===== src/rtl/cksel_pkg.sv =====
// Constants, field layout and carrier types of the clock select block
`default_nettype none
package cksel_pkg;
  localparam logic [7:0] OFS_STABILITY = 8'h0C;
  localparam logic [7:0] OFS_CORE_SEL  = 8'h10;
  localparam logic [7:0] OFS_PERIPH_A  = 8'h14;
  localparam logic [7:0] OFS_DIVIDE    = 8'h18;
  localparam logic [7:0] OFS_PERIPH_B  = 8'h1C;
  localparam logic [7:0] OFS_SYNTH     = 8'h20;
  localparam logic [7:0] OFS_UNLOCK    = 8'h30;

  localparam logic [7:0] UNLOCK_KEY_1 = 8'h59;
  localparam logic [7:0] UNLOCK_KEY_2 = 8'h16;
  localparam logic [7:0] UNLOCK_KEY_3 = 8'h88;

  localparam logic [31:0] SEL_RESET    = 32'hFFFFFFFF;
  localparam logic [31:0] DIV_RESET    = 32'h00000000;
  localparam logic [31:0] SYNTH_RESET  = 32'h0005C22E;
  localparam logic [2:0]  CORE_RESET   = 3'h7;
  localparam logic [31:0] PA_MASK      = 32'hF377770F;
  localparam logic [31:0] PB_MASK      = 32'h000000FC;
  localparam logic [31:0] DIV_MASK     = 32'h00FF0F0F;
  localparam logic [31:0] SYNTH_MASK   = 32'h000FFFFF;

  localparam int FAIL_BIT = 7;
  localparam int FAST_STB_BIT = 4;
  localparam int SLOW_STB_BIT = 3;
  localparam int SYNTH_STB_BIT = 2;
  localparam int XTAL_STB_BIT = 0;
  localparam int REF_SEL_BIT = 19;
  localparam int GATE_BIT = 18;
  localparam int PASS_BIT = 17;
  localparam int SLEEP_BIT = 16;

  localparam int WDOG_DIVIDE = 2048;
  localparam int CLK_PERIOD_NS = 40;

  typedef struct packed {
    logic [7:0]  addr;
    logic [31:0] wdata;
    logic        wr;
    logic        rd;
  } cksel_bus_type;

  // Sampled clock levels and their stability indications
  typedef struct packed {
    logic crystal;
    logic fast;
    logic slow;
    logic synth;
  } cksel_src_type;

  typedef enum logic [1:0] {
    LOCKED,
    GOT_KEY_1,
    GOT_KEY_2,
    OPEN
  } cksel_lock_type;
endpackage
`default_nettype wire


===== src/rtl/cksel_top.sv =====
// Clock source selection, dividers and synthesizer control registers
//
// Local design decision: the plain strobed port.
`timescale 1ns/10ps
`default_nettype none
module cksel_top
  import cksel_pkg::*;
#(
  parameter int CORE_DIV_W = 4,
  parameter int UART_DIV_W = 4,
  parameter int ADC_DIV_W  = 8
) (
  input  wire logic          clock_in,
  input  wire logic          rst_in,
  input  wire logic          ce_in,
  input  wire cksel_bus_type bus_in,
  input  wire cksel_src_type level_in,
  input  wire cksel_src_type stable_in,
  input  wire logic [3:0]    ext_trigger_in,
  input  wire logic          chip_sleep_req_in,
  input  wire logic [2:0]    boot_oscillator_config_in,
  output logic [31:0]        rd_data_out,
  output logic               core_clk_out,
  output logic               core_tick_out,
  output logic               tick_clk_out,
  output logic               uart_tick_out,
  output logic               adc_tick_out,
  output logic [3:0]         pwm_clk_out,
  output logic [3:0]         timer_clk_out,
  output logic               watchdog_clk_out,
  output logic               freq_div_clk_out,
  output logic               synth_ref_clk_out,
  output logic               synth_clk_out,
  output logic               synth_sleep_out,
  output logic [9:0]         synth_fb_factor_out,
  output logic [5:0]         synth_in_factor_out,
  output logic [2:0]         synth_out_factor_out
);

  // Three-bit source pick; code 001 yields a quiet low level
  function automatic logic sel3(input logic [2:0] c, input logic a0,
                                input logic a2, input logic a3,
                                input logic a4);
    logic r;
    r = 1'b0;
    if (c[2]) begin
      r = a4;
    end else if (c == 3'h2) begin
      r = a2;
    end else if (c == 3'h3) begin
      r = a3;
    end else if (c == 3'h0) begin
      r = a0;
    end
    return r;
  endfunction

  function automatic logic sel2(input logic [1:0] c, input logic a0,
                                input logic a1, input logic a2,
                                input logic a3);
    logic r;
    r = a0;
    if (c == 2'h1) begin
      r = a1;
    end else if (c == 2'h2) begin
      r = a2;
    end else if (c == 2'h3) begin
      r = a3;
    end
    return r;
  endfunction

  // Returns {tick, next count}; wraps once count reaches the limit
  function automatic logic [8:0] div_step(input logic rise,
                                          input logic [7:0] cnt,
                                          input logic [7:0] lim);
    logic [8:0] r;
    r = {1'b0, cnt};
    if (rise) begin
      if (cnt >= lim) begin
        r = {1'b1, 8'h00};
      end else begin
        r = {1'b0, 8'(cnt + 8'h01)};
      end
    end
    return r;
  endfunction

  logic [5:0]     core_sel_q;
  logic [31:0]    pa_q;
  logic [31:0]    pb_q;
  logic [31:0]    div_q;
  logic [31:0]    synth_q;
  logic           fail_q;
  logic           boot_done_q;
  cksel_lock_type lock_q;
  logic [2:0]     core_active_q;
  cksel_src_type  prev_q;
  logic           xtal_half_q;
  logic           fast_half_q;
  logic           core_half_q;
  logic [7:0]     core_cnt_q;
  logic [7:0]     uart_cnt_q;
  logic [7:0]     adc_cnt_q;
  logic [9:0]     wdog_cnt_q;
  logic           wdog_lvl_q;
  logic           uart_src_prev_q;
  logic           adc_src_prev_q;
  logic           core_src_prev_q;

  logic        wr_core;
  logic        wr_unlock;
  logic        unlocked;
  logic [2:0]  core_req;
  logic        req_ok;
  logic        fail_set;
  logic        synth_ref;
  logic        synth_lvl;
  logic        core_src;
  logic        core_target;
  logic        uart_src;
  logic        adc_src;
  logic [8:0]  core_step;
  logic [8:0]  uart_step;
  logic [8:0]  adc_step;

  assign wr_core   = ce_in && bus_in.wr && bus_in.addr == OFS_CORE_SEL;
  assign wr_unlock = ce_in && bus_in.wr && bus_in.addr == OFS_UNLOCK;
  assign unlocked  = lock_q == OPEN;
  assign core_req  = bus_in.wdata[2:0];

  assign synth_ref = synth_q[REF_SEL_BIT] ? level_in.fast
                                          : level_in.crystal;
  assign synth_lvl = synth_q[GATE_BIT] ? 1'b0 :
                     synth_q[PASS_BIT] ? synth_ref :
                     level_in.synth;

  // Stability of the requested core source
  assign req_ok = sel3(core_req, stable_in.crystal, stable_in.synth,
                       stable_in.slow, stable_in.fast);
  assign fail_set = wr_core && unlocked && core_req != 3'h1 &&
                    !req_ok;

  assign core_src = sel3(core_active_q, level_in.crystal, synth_lvl,
                         level_in.slow, level_in.fast);
  assign core_target = sel3(core_sel_q[2:0], level_in.crystal, synth_lvl,
                            level_in.slow, level_in.fast);
  assign uart_src = sel2(pa_q[25:24], level_in.crystal, synth_lvl,
                         level_in.fast, level_in.fast);
  assign adc_src = sel2(pa_q[3:2], level_in.crystal, synth_lvl,
                        level_in.fast, level_in.fast);

  assign core_step = div_step(core_src && !core_src_prev_q, core_cnt_q,
                              8'(div_q[CORE_DIV_W-1:0]));
  assign uart_step = div_step(uart_src && !uart_src_prev_q, uart_cnt_q,
                              8'(div_q[8 +: UART_DIV_W]));
  assign adc_step = div_step(adc_src && !adc_src_prev_q, adc_cnt_q,
                             8'(div_q[16 +: ADC_DIV_W]));

  // Unlock key sequence; stray writes relock, a first key always restarts
  always_ff @(posedge clock_in or posedge rst_in) begin
    if (rst_in) begin
      lock_q <= LOCKED;
    end else if (wr_unlock) begin
      case (lock_q)
        LOCKED: begin
          lock_q <= bus_in.wdata[7:0] == UNLOCK_KEY_1 ? GOT_KEY_1 : LOCKED;
        end
        GOT_KEY_1: begin
          lock_q <= bus_in.wdata[7:0] == UNLOCK_KEY_2 ? GOT_KEY_2 :
                    bus_in.wdata[7:0] == UNLOCK_KEY_1 ? GOT_KEY_1 : LOCKED;
        end
        GOT_KEY_2: begin
          lock_q <= bus_in.wdata[7:0] == UNLOCK_KEY_3 ? OPEN :
                    bus_in.wdata[7:0] == UNLOCK_KEY_1 ? GOT_KEY_1 : LOCKED;
        end
        default: begin
          lock_q <= bus_in.wdata[7:0] == UNLOCK_KEY_1 ? GOT_KEY_1 : LOCKED;
        end
      endcase
    end
  end

  // Protected tick and core fields, strap capture after reset release
  always_ff @(posedge clock_in or posedge rst_in) begin
    if (rst_in) begin
      core_sel_q  <= SEL_RESET[5:0];
      boot_done_q <= 1'b0;
    end else if (ce_in) begin
      if (!boot_done_q) begin
        core_sel_q[2:0] <= boot_oscillator_config_in;
        boot_done_q     <= 1'b1;
      end else if (wr_core && unlocked) begin
        core_sel_q[5:3] <= bus_in.wdata[5:3];
        if (core_req != 3'h1 && req_ok) begin
          core_sel_q[2:0] <= core_req;
        end
      end
    end
  end

  // Failure flag: set wins over the write-one clear
  always_ff @(posedge clock_in or posedge rst_in) begin
    if (rst_in) begin
      fail_q <= 1'b0;
    end else if (fail_set) begin
      fail_q <= 1'b1;
    end else if (ce_in && bus_in.wr && bus_in.addr == OFS_STABILITY &&
                 bus_in.wdata[FAIL_BIT]) begin
      fail_q <= 1'b0;
    end
  end

  // Peripheral, divider and synthesizer registers
  always_ff @(posedge clock_in or posedge rst_in) begin
    if (rst_in) begin
      pa_q    <= SEL_RESET & PA_MASK;
      pb_q    <= SEL_RESET & PB_MASK;
      div_q   <= DIV_RESET;
      synth_q <= SYNTH_RESET;
    end else if (ce_in && bus_in.wr) begin
      if (bus_in.addr == OFS_PERIPH_A) begin
        pa_q[31:2] <= bus_in.wdata[31:2] & PA_MASK[31:2];
        if (unlocked) begin
          pa_q[1:0] <= bus_in.wdata[1:0];
        end
      end else if (bus_in.addr == OFS_PERIPH_B) begin
        pb_q <= bus_in.wdata & PB_MASK;
      end else if (bus_in.addr == OFS_DIVIDE) begin
        div_q <= bus_in.wdata & DIV_MASK;
      end else if (bus_in.addr == OFS_SYNTH) begin
        synth_q <= bus_in.wdata & SYNTH_MASK;
      end
    end
  end

  // Read data stand one cycle after the strobe, zero otherwise
  always_ff @(posedge clock_in or posedge rst_in) begin
    if (rst_in) begin
      rd_data_out <= 32'h00000000;
    end else if (ce_in) begin
      rd_data_out <= 32'h00000000;
      if (bus_in.rd) begin
        if (bus_in.addr == OFS_STABILITY) begin
          rd_data_out[FAIL_BIT]      <= fail_q;
          rd_data_out[FAST_STB_BIT]  <= stable_in.fast;
          rd_data_out[SLOW_STB_BIT]  <= stable_in.slow;
          rd_data_out[SYNTH_STB_BIT] <= stable_in.synth;
          rd_data_out[XTAL_STB_BIT]  <= stable_in.crystal;
        end else if (bus_in.addr == OFS_CORE_SEL) begin
          rd_data_out[5:0] <= core_sel_q;
        end else if (bus_in.addr == OFS_PERIPH_A) begin
          rd_data_out <= pa_q;
        end else if (bus_in.addr == OFS_DIVIDE) begin
          rd_data_out <= div_q;
        end else if (bus_in.addr == OFS_PERIPH_B) begin
          rd_data_out <= pb_q;
        end else if (bus_in.addr == OFS_SYNTH) begin
          rd_data_out <= synth_q;
        end else if (bus_in.addr == OFS_UNLOCK) begin
          rd_data_out[0] <= unlocked;
        end
      end
    end
  end

  // Core switch waits until old and new sources are both low
  always_ff @(posedge clock_in or posedge rst_in) begin
    if (rst_in) begin
      core_active_q <= CORE_RESET;
      core_clk_out  <= 1'b0;
    end else if (ce_in) begin
      if (core_active_q != core_sel_q[2:0] && !core_src && !core_target) begin
        core_active_q <= core_sel_q[2:0];
      end
      core_clk_out <= core_src;
    end
  end

  // Edge history and half-rate clocks
  always_ff @(posedge clock_in or posedge rst_in) begin
    if (rst_in) begin
      prev_q          <= '0;
      core_src_prev_q <= 1'b0;
      uart_src_prev_q <= 1'b0;
      adc_src_prev_q  <= 1'b0;
      xtal_half_q     <= 1'b0;
      fast_half_q     <= 1'b0;
      core_half_q     <= 1'b0;
    end else if (ce_in) begin
      prev_q          <= level_in;
      core_src_prev_q <= core_src;
      uart_src_prev_q <= uart_src;
      adc_src_prev_q  <= adc_src;
      if (level_in.crystal && !prev_q.crystal) begin
        xtal_half_q <= !xtal_half_q;
      end
      if (level_in.fast && !prev_q.fast) begin
        fast_half_q <= !fast_half_q;
      end
      if (core_step[8]) begin
        core_half_q <= !core_half_q;
      end
    end
  end

  // Dividers; the core tick is the divided core clock
  always_ff @(posedge clock_in or posedge rst_in) begin
    if (rst_in) begin
      core_cnt_q    <= 8'h00;
      uart_cnt_q    <= 8'h00;
      adc_cnt_q     <= 8'h00;
      core_tick_out <= 1'b0;
      uart_tick_out <= 1'b0;
      adc_tick_out  <= 1'b0;
    end else if (ce_in) begin
      core_cnt_q    <= core_step[7:0];
      uart_cnt_q    <= uart_step[7:0];
      adc_cnt_q     <= adc_step[7:0];
      core_tick_out <= core_step[8];
      uart_tick_out <= uart_step[8];
      adc_tick_out  <= adc_step[8];
    end
  end

  // Watchdog core/2048: toggle every half period of core ticks
  always_ff @(posedge clock_in or posedge rst_in) begin
    if (rst_in) begin
      wdog_cnt_q <= 10'h000;
      wdog_lvl_q <= 1'b0;
    end else if (ce_in && core_step[8]) begin
      wdog_cnt_q <= 10'(wdog_cnt_q + 10'h001);
      if (wdog_cnt_q == 10'(WDOG_DIVIDE / 2 - 1)) begin
        wdog_lvl_q <= !wdog_lvl_q;
      end
    end
  end

  // Engine clock selections
  always_ff @(posedge clock_in or posedge rst_in) begin
    if (rst_in) begin
      tick_clk_out     <= 1'b0;
      pwm_clk_out      <= 4'h0;
      timer_clk_out    <= 4'h0;
      watchdog_clk_out <= 1'b0;
      freq_div_clk_out <= 1'b0;
    end else if (ce_in) begin
      tick_clk_out <= sel3(core_sel_q[5:3], level_in.crystal, xtal_half_q,
                           core_half_q, fast_half_q);
      pwm_clk_out[0] <= sel2(pa_q[29:28], level_in.crystal, 1'b0,
                             core_tick_out, level_in.fast);
      pwm_clk_out[1] <= sel2(pa_q[31:30], level_in.crystal, 1'b0,
                             core_tick_out, level_in.fast);
      pwm_clk_out[2] <= sel2(pb_q[5:4], level_in.crystal, 1'b0,
                             core_tick_out, level_in.fast);
      pwm_clk_out[3] <= sel2(pb_q[7:6], level_in.crystal, 1'b0,
                             core_tick_out, level_in.fast);
      for (int i = 0; i < 4; i++) begin
        timer_clk_out[i] <= sel3(pa_q[8 + 4 * i +: 3], level_in.crystal,
                                 core_tick_out, ext_trigger_in[i],
                                 level_in.fast);
      end
      watchdog_clk_out <= sel2(pa_q[1:0], level_in.crystal, 1'b0,
                               wdog_lvl_q, level_in.slow);
      freq_div_clk_out <= sel2(pb_q[3:2], level_in.crystal, 1'b0,
                               core_tick_out, level_in.fast);
    end
  end

  // Synthesizer controls and divider factors
  always_ff @(posedge clock_in or posedge rst_in) begin
    if (rst_in) begin
      synth_ref_clk_out    <= 1'b0;
      synth_clk_out        <= 1'b0;
      synth_sleep_out      <= 1'b0;
      synth_fb_factor_out  <= 10'h000;
      synth_in_factor_out  <= 6'h00;
      synth_out_factor_out <= 3'h0;
    end else if (ce_in) begin
      synth_ref_clk_out <= synth_ref;
      synth_clk_out     <= synth_lvl;
      synth_sleep_out   <= synth_q[SLEEP_BIT] || chip_sleep_req_in;
      synth_fb_factor_out <= 10'({1'b0, synth_q[8:0]} + 10'h002);
      synth_in_factor_out <= 6'({1'b0, synth_q[13:9]} + 6'h02);
      synth_out_factor_out <= synth_q[15:14] == 2'h0 ? 3'h1 :
                              synth_q[15:14] == 2'h3 ? 3'h4 : 3'h2;
    end
  end
endmodule
`default_nettype wire


===== config.mk =====
export PLATFORM = sky130hd
export DESIGN_NAME = cksel_top
export DESIGN_NICKNAME = d
export VERILOG_FILES = /design/src/rtl/cksel_pkg.sv /design/src/rtl/cksel_top.sv
export SDC_FILE = /design/constraint.sdc
export NUM_CORES = 1
export LEC_CHECK = 0
export BUFFER_PORTS_ARGS = -buffer_cell sky130_fd_sc_hd__buf_2
export CORE_ASPECT_RATIO = 1.1
export CORE_MARGIN = 8
export CORE_UTILIZATION = 60
export DETAILED_ROUTE_END_ITERATION = 16
export PLACE_DENSITY = 0.85
export SLEW_MARGIN = 20
export SYNTH_ARGS = -nofsm -noshare
export SYNTH_HDL_FRONTEND = slang
export SYNTH_SLANG_ARGS = --single-unit

===== constraint.sdc =====
create_clock -name clock_in -period 9.55 [get_ports clock_in]
set_clock_uncertainty 0.2 [all_clocks]
set_input_delay 1.91 -clock clock_in [delete_from_list [all_inputs] [get_ports clock_in]]
set_output_delay 1.91 -clock clock_in [all_outputs]
set_load 0.005 [all_outputs]

After elaboration in Yosys (flattened, before gate mapping)
Cells that the tools add are included.
{ "op_classes": {"n_lt_le_gt_ge": 3, "n_addsub": 6, "muxes": 91, "reduce_logical": 55, "n_shift": 0, "bitwise_logic": 3, "eq_ne": 59, "n_mul": 0, "div_mod_pow": 0} }
{ "ops": {"columns": ["cell", "n"], "rows": [
  ["$mux 1", 67],
  ["$mux 32", 2],
  ["$mux 9", 6],
  ["$eq 3x2->1 const B", 16],
  ["$mux 24", 2],
  ["$eq 8x5->1 const B", 5],
  ["$eq 2x2->1 const B", 19],
  ["$mux 26", 1],
  ["$add 8x1->8 const B", 3],
  ["$logic_not 3->1", 8],
  ["$mux 20", 1],
  ["$mux 19", 1],
  ["$eq 2x1->1 const B", 9],
  ["$mux 3", 6],
  ["$reduce_and 2->1", 9],
  ["$logic_and 1x1->1", 17],
  ["$eq 8x6->1 const B", 2],
  ["$ge 8x4->1", 2],
  ["$logic_not 1->1", 12],
  ["$reduce_and 3->1", 4],
  ["$add 10x1->10 const B", 1],
  ["$add 9x2->10 const B", 1],
  ["$eq 10x10->1 const B", 1],
  ["$eq 8x4->1 const B", 1],
  ["other kinds (16)", 21]
]} }
{ "totals": {"latch_bits": 0, "memories": 0, "ram_bits": 0, "ff_bits": 188, "input_bits": 61, "romBits": 0, "out_inout_bits": 69} }

Longest topological paths before layout
Gate-level depths: netlist of run 1.
{ "depth": {"word_depth": 9, "depth_mapped": 9} }

Worst setup path after synthesis of run 1
OpenSTA, ideal clock, no wires.
{ "synth_path": {"path_kind": "input to register", "startpoint": "input port bus_in[37] (netlist bit)", "endpoint": "register synth_q[0]", "path_slack_ps": 5724, "arrival_ps": 3501, "t_required_ps": 9225, "setup_time_ps": 125, "stages": 7, "path_cell_list": "buf_2 > nor4_1 > and4b_1 > and3_1 > clkbuf_1 > buf_2 > mux2_2"} }
{ "synth_via": {"elab_chain_cells": 3, "word_cells_on_any_way": 8, "classes_between": "4 x eq/ne; 3 x bitwise; 1 x reduce/logical"} }
{ "synth_lines": {"columns": ["element", "line_no", "source"], "rows": [
  ["start, declared", "cksel_top.sv:16", "input wire cksel_bus_type bus_in,"],
  ["$eq 8x5->1, on equally long branches", "cksel_top.sv:229, cksel_top.sv:222, cksel_top.sv:227", null],
  ["$not 1->1 (no line)", null, null],
  ["$reduce_and 5->1 (no line) (*)", null, null],
  ["end signal, assigned", "cksel_top.sv:232", "synth_q <= bus_in.wdata & SYNTH_MASK;"],
  ["end, declared", "cksel_top.sv:93", "logic [31:0] synth_q;"]
]} }
Mark *: on every way between the ends. The rest lies on a longest branch, timed or not.
A chain may end at the register's enable or synchronous reset.

Worst setup path in the final report of run 1
{ "layout_path": {"startpoint": "input port bus_in[37] (netlist bit)", "endpoint": "register synth_q[11]"} }
The elaborated chain is that of the path after synthesis.

==> results.cfg, run 1 <==
[outcome]
outcome = finished, final reports clean

[power_and_ir_drop]
ir_drop_mv = 0.136
fin_total_pwr_mw = 1.97
leakagePower_nw = 4.78
p_per_area_nw_per_um2 = 187

[global_routing]
grt_max_degree = 118
first_global_vias = 7239
grt_pass1_wl_um = 37500
antenna_found_initial = 0
grt-ovfl-total = 0
grt_usage = 0.243

[yosys]
netlist_area_um2 = 9120
synth_top_family_by_area = compound AO/OA/AOI/OAI gates
synth_compound_area_frac = 0.153
ys_seq_elements = 186
synth_cell_types = 63
synth_top_flop_cell = dfrtp_1
synthTopCellsByArea = dfrtp_1 (38%), dfstp_2 (13%), mux2_2 (10%)
async_reset_ff_frac = 1.00
synth_edf_count = 0
synthAdderAreaFrac = 0.0370
yosys.area_share.simple = 0.124
synth.top_cell.area_share = 0.384
synth_area_leader_cell = dfrtp_1
yosysWarnings = 0
avgSynthCellArea_um2 = 10.8
yosys.area_share.xor_xnor = 0.0240
synth.area.mux_share = 0.108
syn_inst = 844
ys_seq_area_frac = 0.517

[layout]
final.fill_count = 1066
layout.cells.non_filler = 1164
fin_nets = 1043
layout_commonest_cell = dfrtp_1
diodes = 0
final_cell_mix = dfrtp_1 (140), buf_2 (125), mux2_2 (82), nor2_1 (68)
stdcell_area_um2 = 10500
fin_util = 0.703
layout-drive-gt1-share = 0.312
area.growth.synth_to_final_pct = 15.1

[routing]
final_antenna_net_count = 0
via_count = 7181
dr.pass1.iters = 5
drt_iter0_markers = 636
finalWirelength_um = 23500
wl_per_cell_um = 20.2
drc = 0
vias_per_cell = 6.17

[die]
die_y_um = 145
die_x_um = 134
num_rows = 47
die-area_um2 = 19400
initial_core_util = 0.611
ios = 130
core_um2 = 14900

[sta]
period_needed_ns = 4.82
final.setup.worst_slack_ns = 4.73
setup_viol = 0
rsz0062_at_grt = no
fmax_mhz = 208
period_share = 0.504
setup_tns_ns = 0
hold_ws_ns = 0.264
relSlewSlack = 0.208
max_slew.worst_pin.slew_ns = 1.19
timing_hold_violations_final = 0
finalMaxSlewViolations = 0

[placed_design]
place_ws_ns = 4.37
place_hpwl_um = 16000
dp.cells = 1132
placedInstanceArea_um2 = 9870
gp_congestion = 0.919
place.port_buffers = 125

[worst_setup_path]
arrival_ns = 4.94
critical_path.max_fanout = 22
crit_path_start_kind = input pin
endpoint_kind = flip-flop
crit_required_ns = 9.67
crit_type = input pin to flip-flop

[clock_network]
clock-sinks = 186
cts_buffer_depth = 2
cts_tree = done
cts_htree_levels = 4
root_buffer = clkbuf_16
path_clk_slew_ns = 0.07
hold_buffers = 0
cts_buffers = 17
cts_resized = 0
clk_latency_ns = 0.43
postCtsSetupRepairBufs = 0

[worst_hold_path]
hold_class = flip-flop to flip-flop

[flow_run]
maxCapViolations = 0
==> area by class of cell <==
| type | count | area, um^2 | area share |
|---|---|---|---|
| Sequential cell | 186 | 4710 | 0.449 |
| Multi-Input combinational cell | 574 | 4080 | 0.388 |
| Timing Repair Buffer | 129 | 656 | 0.0624 |
| Clock buffer | 21 | 460 | 0.0438 |
| Tap cell | 196 | 245 | 0.0234 |
| Inverter | 47 | 184 | 0.0175 |
| Clock inverter | 11 | 168 | 0.0160 |
==> worst max-delay path, cell delays in order <==
cell and delay [ns]:
buf_2 0.17, nor4_1 0.40, and4b_1 0.93, and3_1 1.07, mux2_2 0.43
==> flip-flops by register name (all words and copies together) (netlist names), 2 cells and up <==
register,count
wdog_cnt_q,10
synth_in_factor_out,6
timer_clk_out,4
adc_cnt_q,8
core_cnt_q,8
pb_q,6
rd_data_out,30
lock_q,2
synth_fb_factor_out,10
div_q,16
pa_q,22
synth_q,20
synth_out_factor_out,3
uart_cnt_q,8
core_sel_q,6
pwm_clk_out,4
prev_q,2
core_active_q,3
==> cell usage after synthesis, types with 8 or more instances <==
cell type	instances
nand3_1	27
a22o_1	10
xor2_1	9
and3_1	11
dfrtp_1	140
dfstp_2	46
clkbuf_1	27
nand2_1	52
xnor2_1	16
nor2_1	68
a22oi_1	19
nand4_1	11
a21oi_1	41
nand2b_1	8
a21o_1	8
nor2b_1	11
mux2_2	82
inv_1	47
ha_1	27
o21ai_0	52
o2bb2ai_1	25
==> layer usage <==
metal | part of all wire | track usage
met1 | 0.40 | 0.298
met2 | 0.50 | 0.410
met3 | 0.074 | 0.0566
met4 | 0.025 | 0.0843
met5 | 0 | 0
==> worst paths after layout <==
| check | slack, ns | startpoint | endpoint | depth (start not counted) |
|---|---|---|---|---|
| worst min-delay path | 0.26 | wdog_cnt_q[9] | wdog_cnt_q[9] | 1 |
| worst max-delay path | 4.73 | bus_in[37] | synth_q[11] | 5 |
| max in group asynchronous | 6.34 | rst_in | lock_q[1] | 3 |
| worst max register to register | 6.75 | synth_q[19] | wdog_cnt_q[1] | 5 |
| worst min register to register | 0.26 | wdog_cnt_q[9] | wdog_cnt_q[9] | 1 |
| min in group asynchronous | 1.43 | rst_in | timer_clk_out[0] | 2 |
==> cells by family (layout without fill, tap and decap cells) <==
kind of cell	after synthesis	after routing
compound gates	206	206
xor+xnor	25	25
fa+ha+maj	27	27
buf+inv	85	208
flops	186	186
mux	88	88
other cells	1	2
simple gates	226	226
==> where the power goes <==
group	leakage, nW	switching [mW]	internal (mW)
Sequential	2.32	0.0743	0.861
Clock	0.303	0.303	0.452
Combinational	2.15	0.153	0.124
Total	4.78	0.530	1.44
No activity file was read; power rests on OpenSTA's default activity.
==> run 2: changes to the inputs <==
--- a/config.mk
+++ b/config.mk
@@ -8,9 +8,9 @@
 export BUFFER_PORTS_ARGS = -buffer_cell sky130_fd_sc_hd__buf_2
 export CORE_ASPECT_RATIO = 1.1
 export CORE_MARGIN = 8
-export CORE_UTILIZATION = 60
+export CORE_UTILIZATION = 52
 export DETAILED_ROUTE_END_ITERATION = 16
-export PLACE_DENSITY = 0.85
+export PLACE_DENSITY = 0.78
 export SLEW_MARGIN = 20
 export SYNTH_ARGS = -nofsm -noshare
 export SYNTH_HDL_FRONTEND = slang
==> constraint.sdc (replaced) <==
create_clock -name clock_in -period 3.9 [get_ports clock_in]
set_clock_uncertainty 0.2 [all_clocks]
set_input_delay 0.78 -clock clock_in [delete_from_list [all_inputs] [get_ports clock_in]]
set_output_delay 0.78 -clock clock_in [all_outputs]
set_load 0.005 [all_outputs]
==> results.cfg, run 2 (synthesis gave the netlist of run 1 again) <==
[placed_design]
place_ws_ns = 0.721
gp_congestion = 0.909
place_hpwl_um = 17100
place.port_buffers = 125

[sta]
setup_viol = 0
relSlewSlack = 0.408
setup_tns_ns = 0
max_slew.worst_pin.slew_ns = 0.874
timing_hold_violations_final = 0
period_share = 0.730
rsz0062_at_grt = no
fmax_mhz = 351
period_needed_ns = 2.85
finalMaxSlewViolations = 0
hold_ws_ns = 0.183
final.setup.worst_slack_ns = 1.05

[die]
ios = 130
core_um2 = 17400
die_y_um = 155
initial_core_util = 0.524
num_rows = 51
die_x_um = 142
die-area_um2 = 22000

[clock_network]
clk_latency_ns = 0.43
postCtsSetupRepairBufs = 0
hold_buffers = 0
clock-sinks = 186
cts_buffers = 17
cts_buffer_depth = 2
path_clk_slew_ns = 0.07
cts_tree = done
cts_resized = 0
cts_htree_levels = 4
root_buffer = clkbuf_16

[worst_setup_path]
crit_path_start_kind = input pin
crit_type = input pin to flip-flop
crit_path_start = bus_in[41]
endpoint_kind = flip-flop
crit_required_ns = 4.05
critical_path.max_fanout = 10
arrival_ns = 2.99
reg2reg_from = synth_q[19]

[layout]
fin_util = 0.614
fin_nets = 1056
top_regs = rd_data_out x30, pa_q x22, synth_q x20
largest-register = rd_data_out
final.fill_count = 1397
largest_register_ffs = 30
final_cell_mix = dfrtp_1 (140), buf_2 (125), mux2_2 (82), nor2_1 (68)
layout_commonest_cell = dfrtp_1
area.growth.synth_to_final_pct = 17.4
layout-drive-gt1-share = 0.321

[power_and_ir_drop]
switching_share = 0.269
p_clk_frac = 0.388
leakagePower_nw = 4.86
seqPwrFrac = 0.471
combPwrFrac = 0.141
p_sw_mw = 1.31
p_per_area_nw_per_um2 = 455
ir_drop_mv = 0.331
p_int_mw = 3.56
fin_total_pwr_mw = 4.87

[worst_hold_path]
hold_class = input pin to asynchronous set/reset pin

[routing]
via_count = 7162
drt-met1-wl_um = 9960
vias_per_cell = 5.87
wl_met2_um = 11700
dr.pass1.iters = 5
wl_met3_um = 1650
drc = 0
final_antenna_net_count = 0
drt_iter0_markers = 575
wl_per_cell_um = 19.5
routed.top_layer = met4
finalWirelength_um = 23800

[global_routing]
grt_pass1_wl_um = 37700
grt_max_degree = 71
grt-ovfl-total = 0
antenna_found_initial = 2
grt_usage = 0.218
first_global_vias = 7185

[outcome]
outcome = finished, final reports clean

[flow_run]
maxCapViolations = 0
## run 2: cell count changes in the layout (fill, tap and decap cells not counted), sizes merged
cell and change:
clkbuf -4, diode +2, inv -1, clkinvlp +2
buf +13, bufinv +1, clkinv +1
## run 2: routing by layer
layer	vias to the layer above	global-route usage
li1	3305	-
met1	3575	0.271
met2	244	0.362
met3	38	0.0481
met4	0	0.0850
met5	-	0
## run 2: critical path, stage by stage
cell	delay [ns]
buf_2	0.11
or3_1	0.46
nor3_2	0.37
nand2_1	0.38
nor3_2	0.54
a22oi_1	0.16
o2bb2ai_1	0.19
## run 2: path summary, 6_finish.rpt
path / to / cells after the start / slack (ns)
worst max-delay path: rd_data_out[11] / 7 / 1.05
worst min-delay path: uart_tick_out / 2 / 0.18
worst max register to register: adc_cnt_q[2] / 6 / 1.21
worst min register to register: wdog_cnt_q[6] / 1 / 0.28
max in group asynchronous: pa_q[12] / 3 / 2.56
min in group clock_in: wdog_cnt_q[6] / 1 / 0.28
## run 2: power by group through the flow
stage          registers (mW)  logic (mW)  clock network [mW]
6_report                 2.29       0.685                1.89
5_1_grt                  2.32       0.771                1.99
4_1_cts                  2.29       0.691                1.91
3_5_place_dp             2.33       0.686                   0
3_3_place_gp             2.32       0.661                   0
2_1_floorplan            2.26       0.484                   0
## run 2: cell type report
cell class,instances,area [um^2],share of cell area
Sequential cell,186,4710,0.440
Multi-Input combinational cell,574,4070,0.380
Timing Repair Buffer,142,791,0.0739
Clock buffer,17,425,0.0397
Tap cell,238,298,0.0278
Clock inverter,14,221,0.0207
Inverter,47,180,0.0168
Antenna cell,2,5.00,0.000468
## run 2: through the flow
stage | cell area, um^2 | instances
after detailed placement | 10100 | 1187
after global placement | 10100 | 1187
after global routing | 10700 | 1220
after floorplan | 9130 | 845
final | 10700 | 1220
after CTS | 10700 | 1218
==> run 3: changes to the inputs <==
--- a/config.mk
+++ b/config.mk
@@ -8,9 +8,9 @@
 export BUFFER_PORTS_ARGS = -buffer_cell sky130_fd_sc_hd__buf_2
 export CORE_ASPECT_RATIO = 1.1
 export CORE_MARGIN = 8
-export CORE_UTILIZATION = 52
+export CORE_UTILIZATION = 58
 export DETAILED_ROUTE_END_ITERATION = 16
-export PLACE_DENSITY = 0.78
+export PLACE_DENSITY = 0.83
 export SLEW_MARGIN = 20
 export SYNTH_ARGS = -nofsm -noshare
 export SYNTH_HDL_FRONTEND = slang
==> constraint.sdc (replaced) <==
create_clock -name clock_in -period 3 [get_ports clock_in]
set_clock_uncertainty 0.2 [all_clocks]
set_input_delay 0.6 -clock clock_in [delete_from_list [all_inputs] [get_ports clock_in]]
set_output_delay 0.6 -clock clock_in [all_outputs]
set_load 0.005 [all_outputs]
==> results.cfg, run 3 (synthesis gave the netlist of run 1 again) <==
[worst_setup_path]
critical_path.max_fanout = 8
crit_required_ns = 3.12
max_stage_delay_ns = 0.52
crit_top_cell = nor2_1
path_cells = mux2i_1 > a211oi_2 > buf_4 > o2bb2ai_1 > nor2_1 > a41oi_1 > nor2_1
path_buf_inv = 1
crit_type = flip-flop to flip-flop
reg2reg_slack_ns = 0.37
crit_family = compound AO/OA/AOI/OAI gates
worstRegToRegCells = 7
endpoint_kind = flip-flop
crit_path_start_kind = flip-flop
cp_slowest_cell = mux2i_1
r2r_end = core_cnt_q[6]
reg2reg_from = synth_q[19]
arrival_ns = 2.75

[routing]
dr.pass1.iters = 6
finalWirelength_um = 24600
vias_per_cell = 6.15
final_antenna_net_count = 0
via_count = 7325
drc = 0
wl_per_cell_um = 20.7
drt_iter0_markers = 662

[global_routing]
grt-ovfl-total = 0
first_global_vias = 7412
grt_pass1_wl_um = 39000
grt_max_degree = 70
antenna_found_initial = 2
grt_usage = 0.249

[layout]
fin_util = 0.688
final.fill_count = 1128
layout_commonest_cell = dfrtp_1
largest_register_ffs = 30
area.growth.synth_to_final_pct = 17.3
multi_input_area_um2 = 4070
layout-drive-gt1-share = 0.325
largest-register = rd_data_out
final_cell_mix = dfrtp_1 (140), buf_2 (125), mux2_2 (82), nor2_1 (68)
ff_latch_area_um2 = 4710
top_regs = rd_data_out x30, pa_q x22, synth_q x20
fin_nets = 1065

[clock_network]
hold_buffers = 0
root_buffer = clkbuf_16
clk_latency_ns = 0.44
cts_buffer_depth = 2
cts_htree_levels = 4
postCtsSetupRepairBufs = 0
cts_buffers = 17
cts_tree = done
clock-sinks = 186
path_clk_slew_ns = 0.06
cts_resized = 0

[power_and_ir_drop]
p_int_mw = 4.56
leakagePower_nw = 4.90
p_per_area_nw_per_um2 = 587
switching_share = 0.274
p_sw_mw = 1.72
fin_total_pwr_mw = 6.28
ir_drop_mv = 0.397
combPwrFrac = 0.147
seqPwrFrac = 0.476
p_clk_frac = 0.377

[outcome]
outcome = finished, final reports clean

[sta]
period_share = 0.875
rsz0062_at_grt = no
setup_viol = 0
timing_hold_violations_final = 0
max_slew.worst_pin.slew_ns = 0.680
finalMaxSlewViolations = 0
period_needed_ns = 2.63
fmax_mhz = 381
relSlewSlack = 0.546

[placed_design]
place_hpwl_um = 17300
place.port_buffers = 125
gp_congestion = 0.936

[die]
die_x_um = 136
initial_core_util = 0.586
core_um2 = 15600
die-area_um2 = 20000
die_y_um = 148
num_rows = 48
ios = 130

[worst_hold_path]
hold_class = input pin to asynchronous set/reset pin

[flow_run]
maxCapViolations = 0
-- run 3: area by class of cell --
| type | count | share of cell area |
|---|---|---|
| flip-flops and latches | 186 | 0.440 |
| multi-input cells | 574 | 0.381 |
| repair buffers | 151 | 0.0814 |
| clock buffers | 20 | 0.0408 |
| well taps | 200 | 0.0234 |
| inverters | 47 | 0.0168 |
| clock inverters | 12 | 0.0163 |
| diodes | 1 | 0.000234 |
-- run 3: per-layer routing --
layer	GRT usage	part of all wire
met5	0	0.00073
met4	0.105	0.031
met3	0.0570	0.073
met2	0.412	0.50
met1	0.304	0.40
-- run 3: power by group through the flow --
stage	registers [mW]	logic, mW	clock network (mW)
detailed placement	3.02	0.922	0
floorplan	2.94	0.630	0
CTS	2.98	0.932	2.38
global placement	3.01	0.884	0
global route	3.01	1.03	2.50
finish	2.99	0.924	2.37
-- run 3: through the flow --
step / setup slack [ns] / TNS (ns) / area (um^2) / hold WS (ns) / std cells
floorplan: -0.155 / -21.69 / 9130 / 0.236 / 845
detailed placement: 0.190 / 0 / 10100 / 0.257 / 1158
global placement: 0.209 / 0 / 10100 / 0.253 / 1158
CTS: 0.386 / 0 / 10700 / 0.0723 / 1190
finish: 0.375 / 0 / 10700 / 0.0658 / 1191
global route: 0.265 / 0 / 10700 / 0.0937 / 1191
-- run 3: how the worst max path moves through the flow --
stage	end	cells after the start	startpoint
floorplan	adc_cnt_q[0]	1	rst_in
global placement	core_cnt_q[4]	8	level_in[3]
detailed placement	adc_cnt_q[3]	7	level_in[3]
CTS	core_cnt_q[6]	7	synth_q[19]
global route	core_cnt_q[5]	7	synth_q[19]
finish	core_cnt_q[6]	7	synth_q[19]
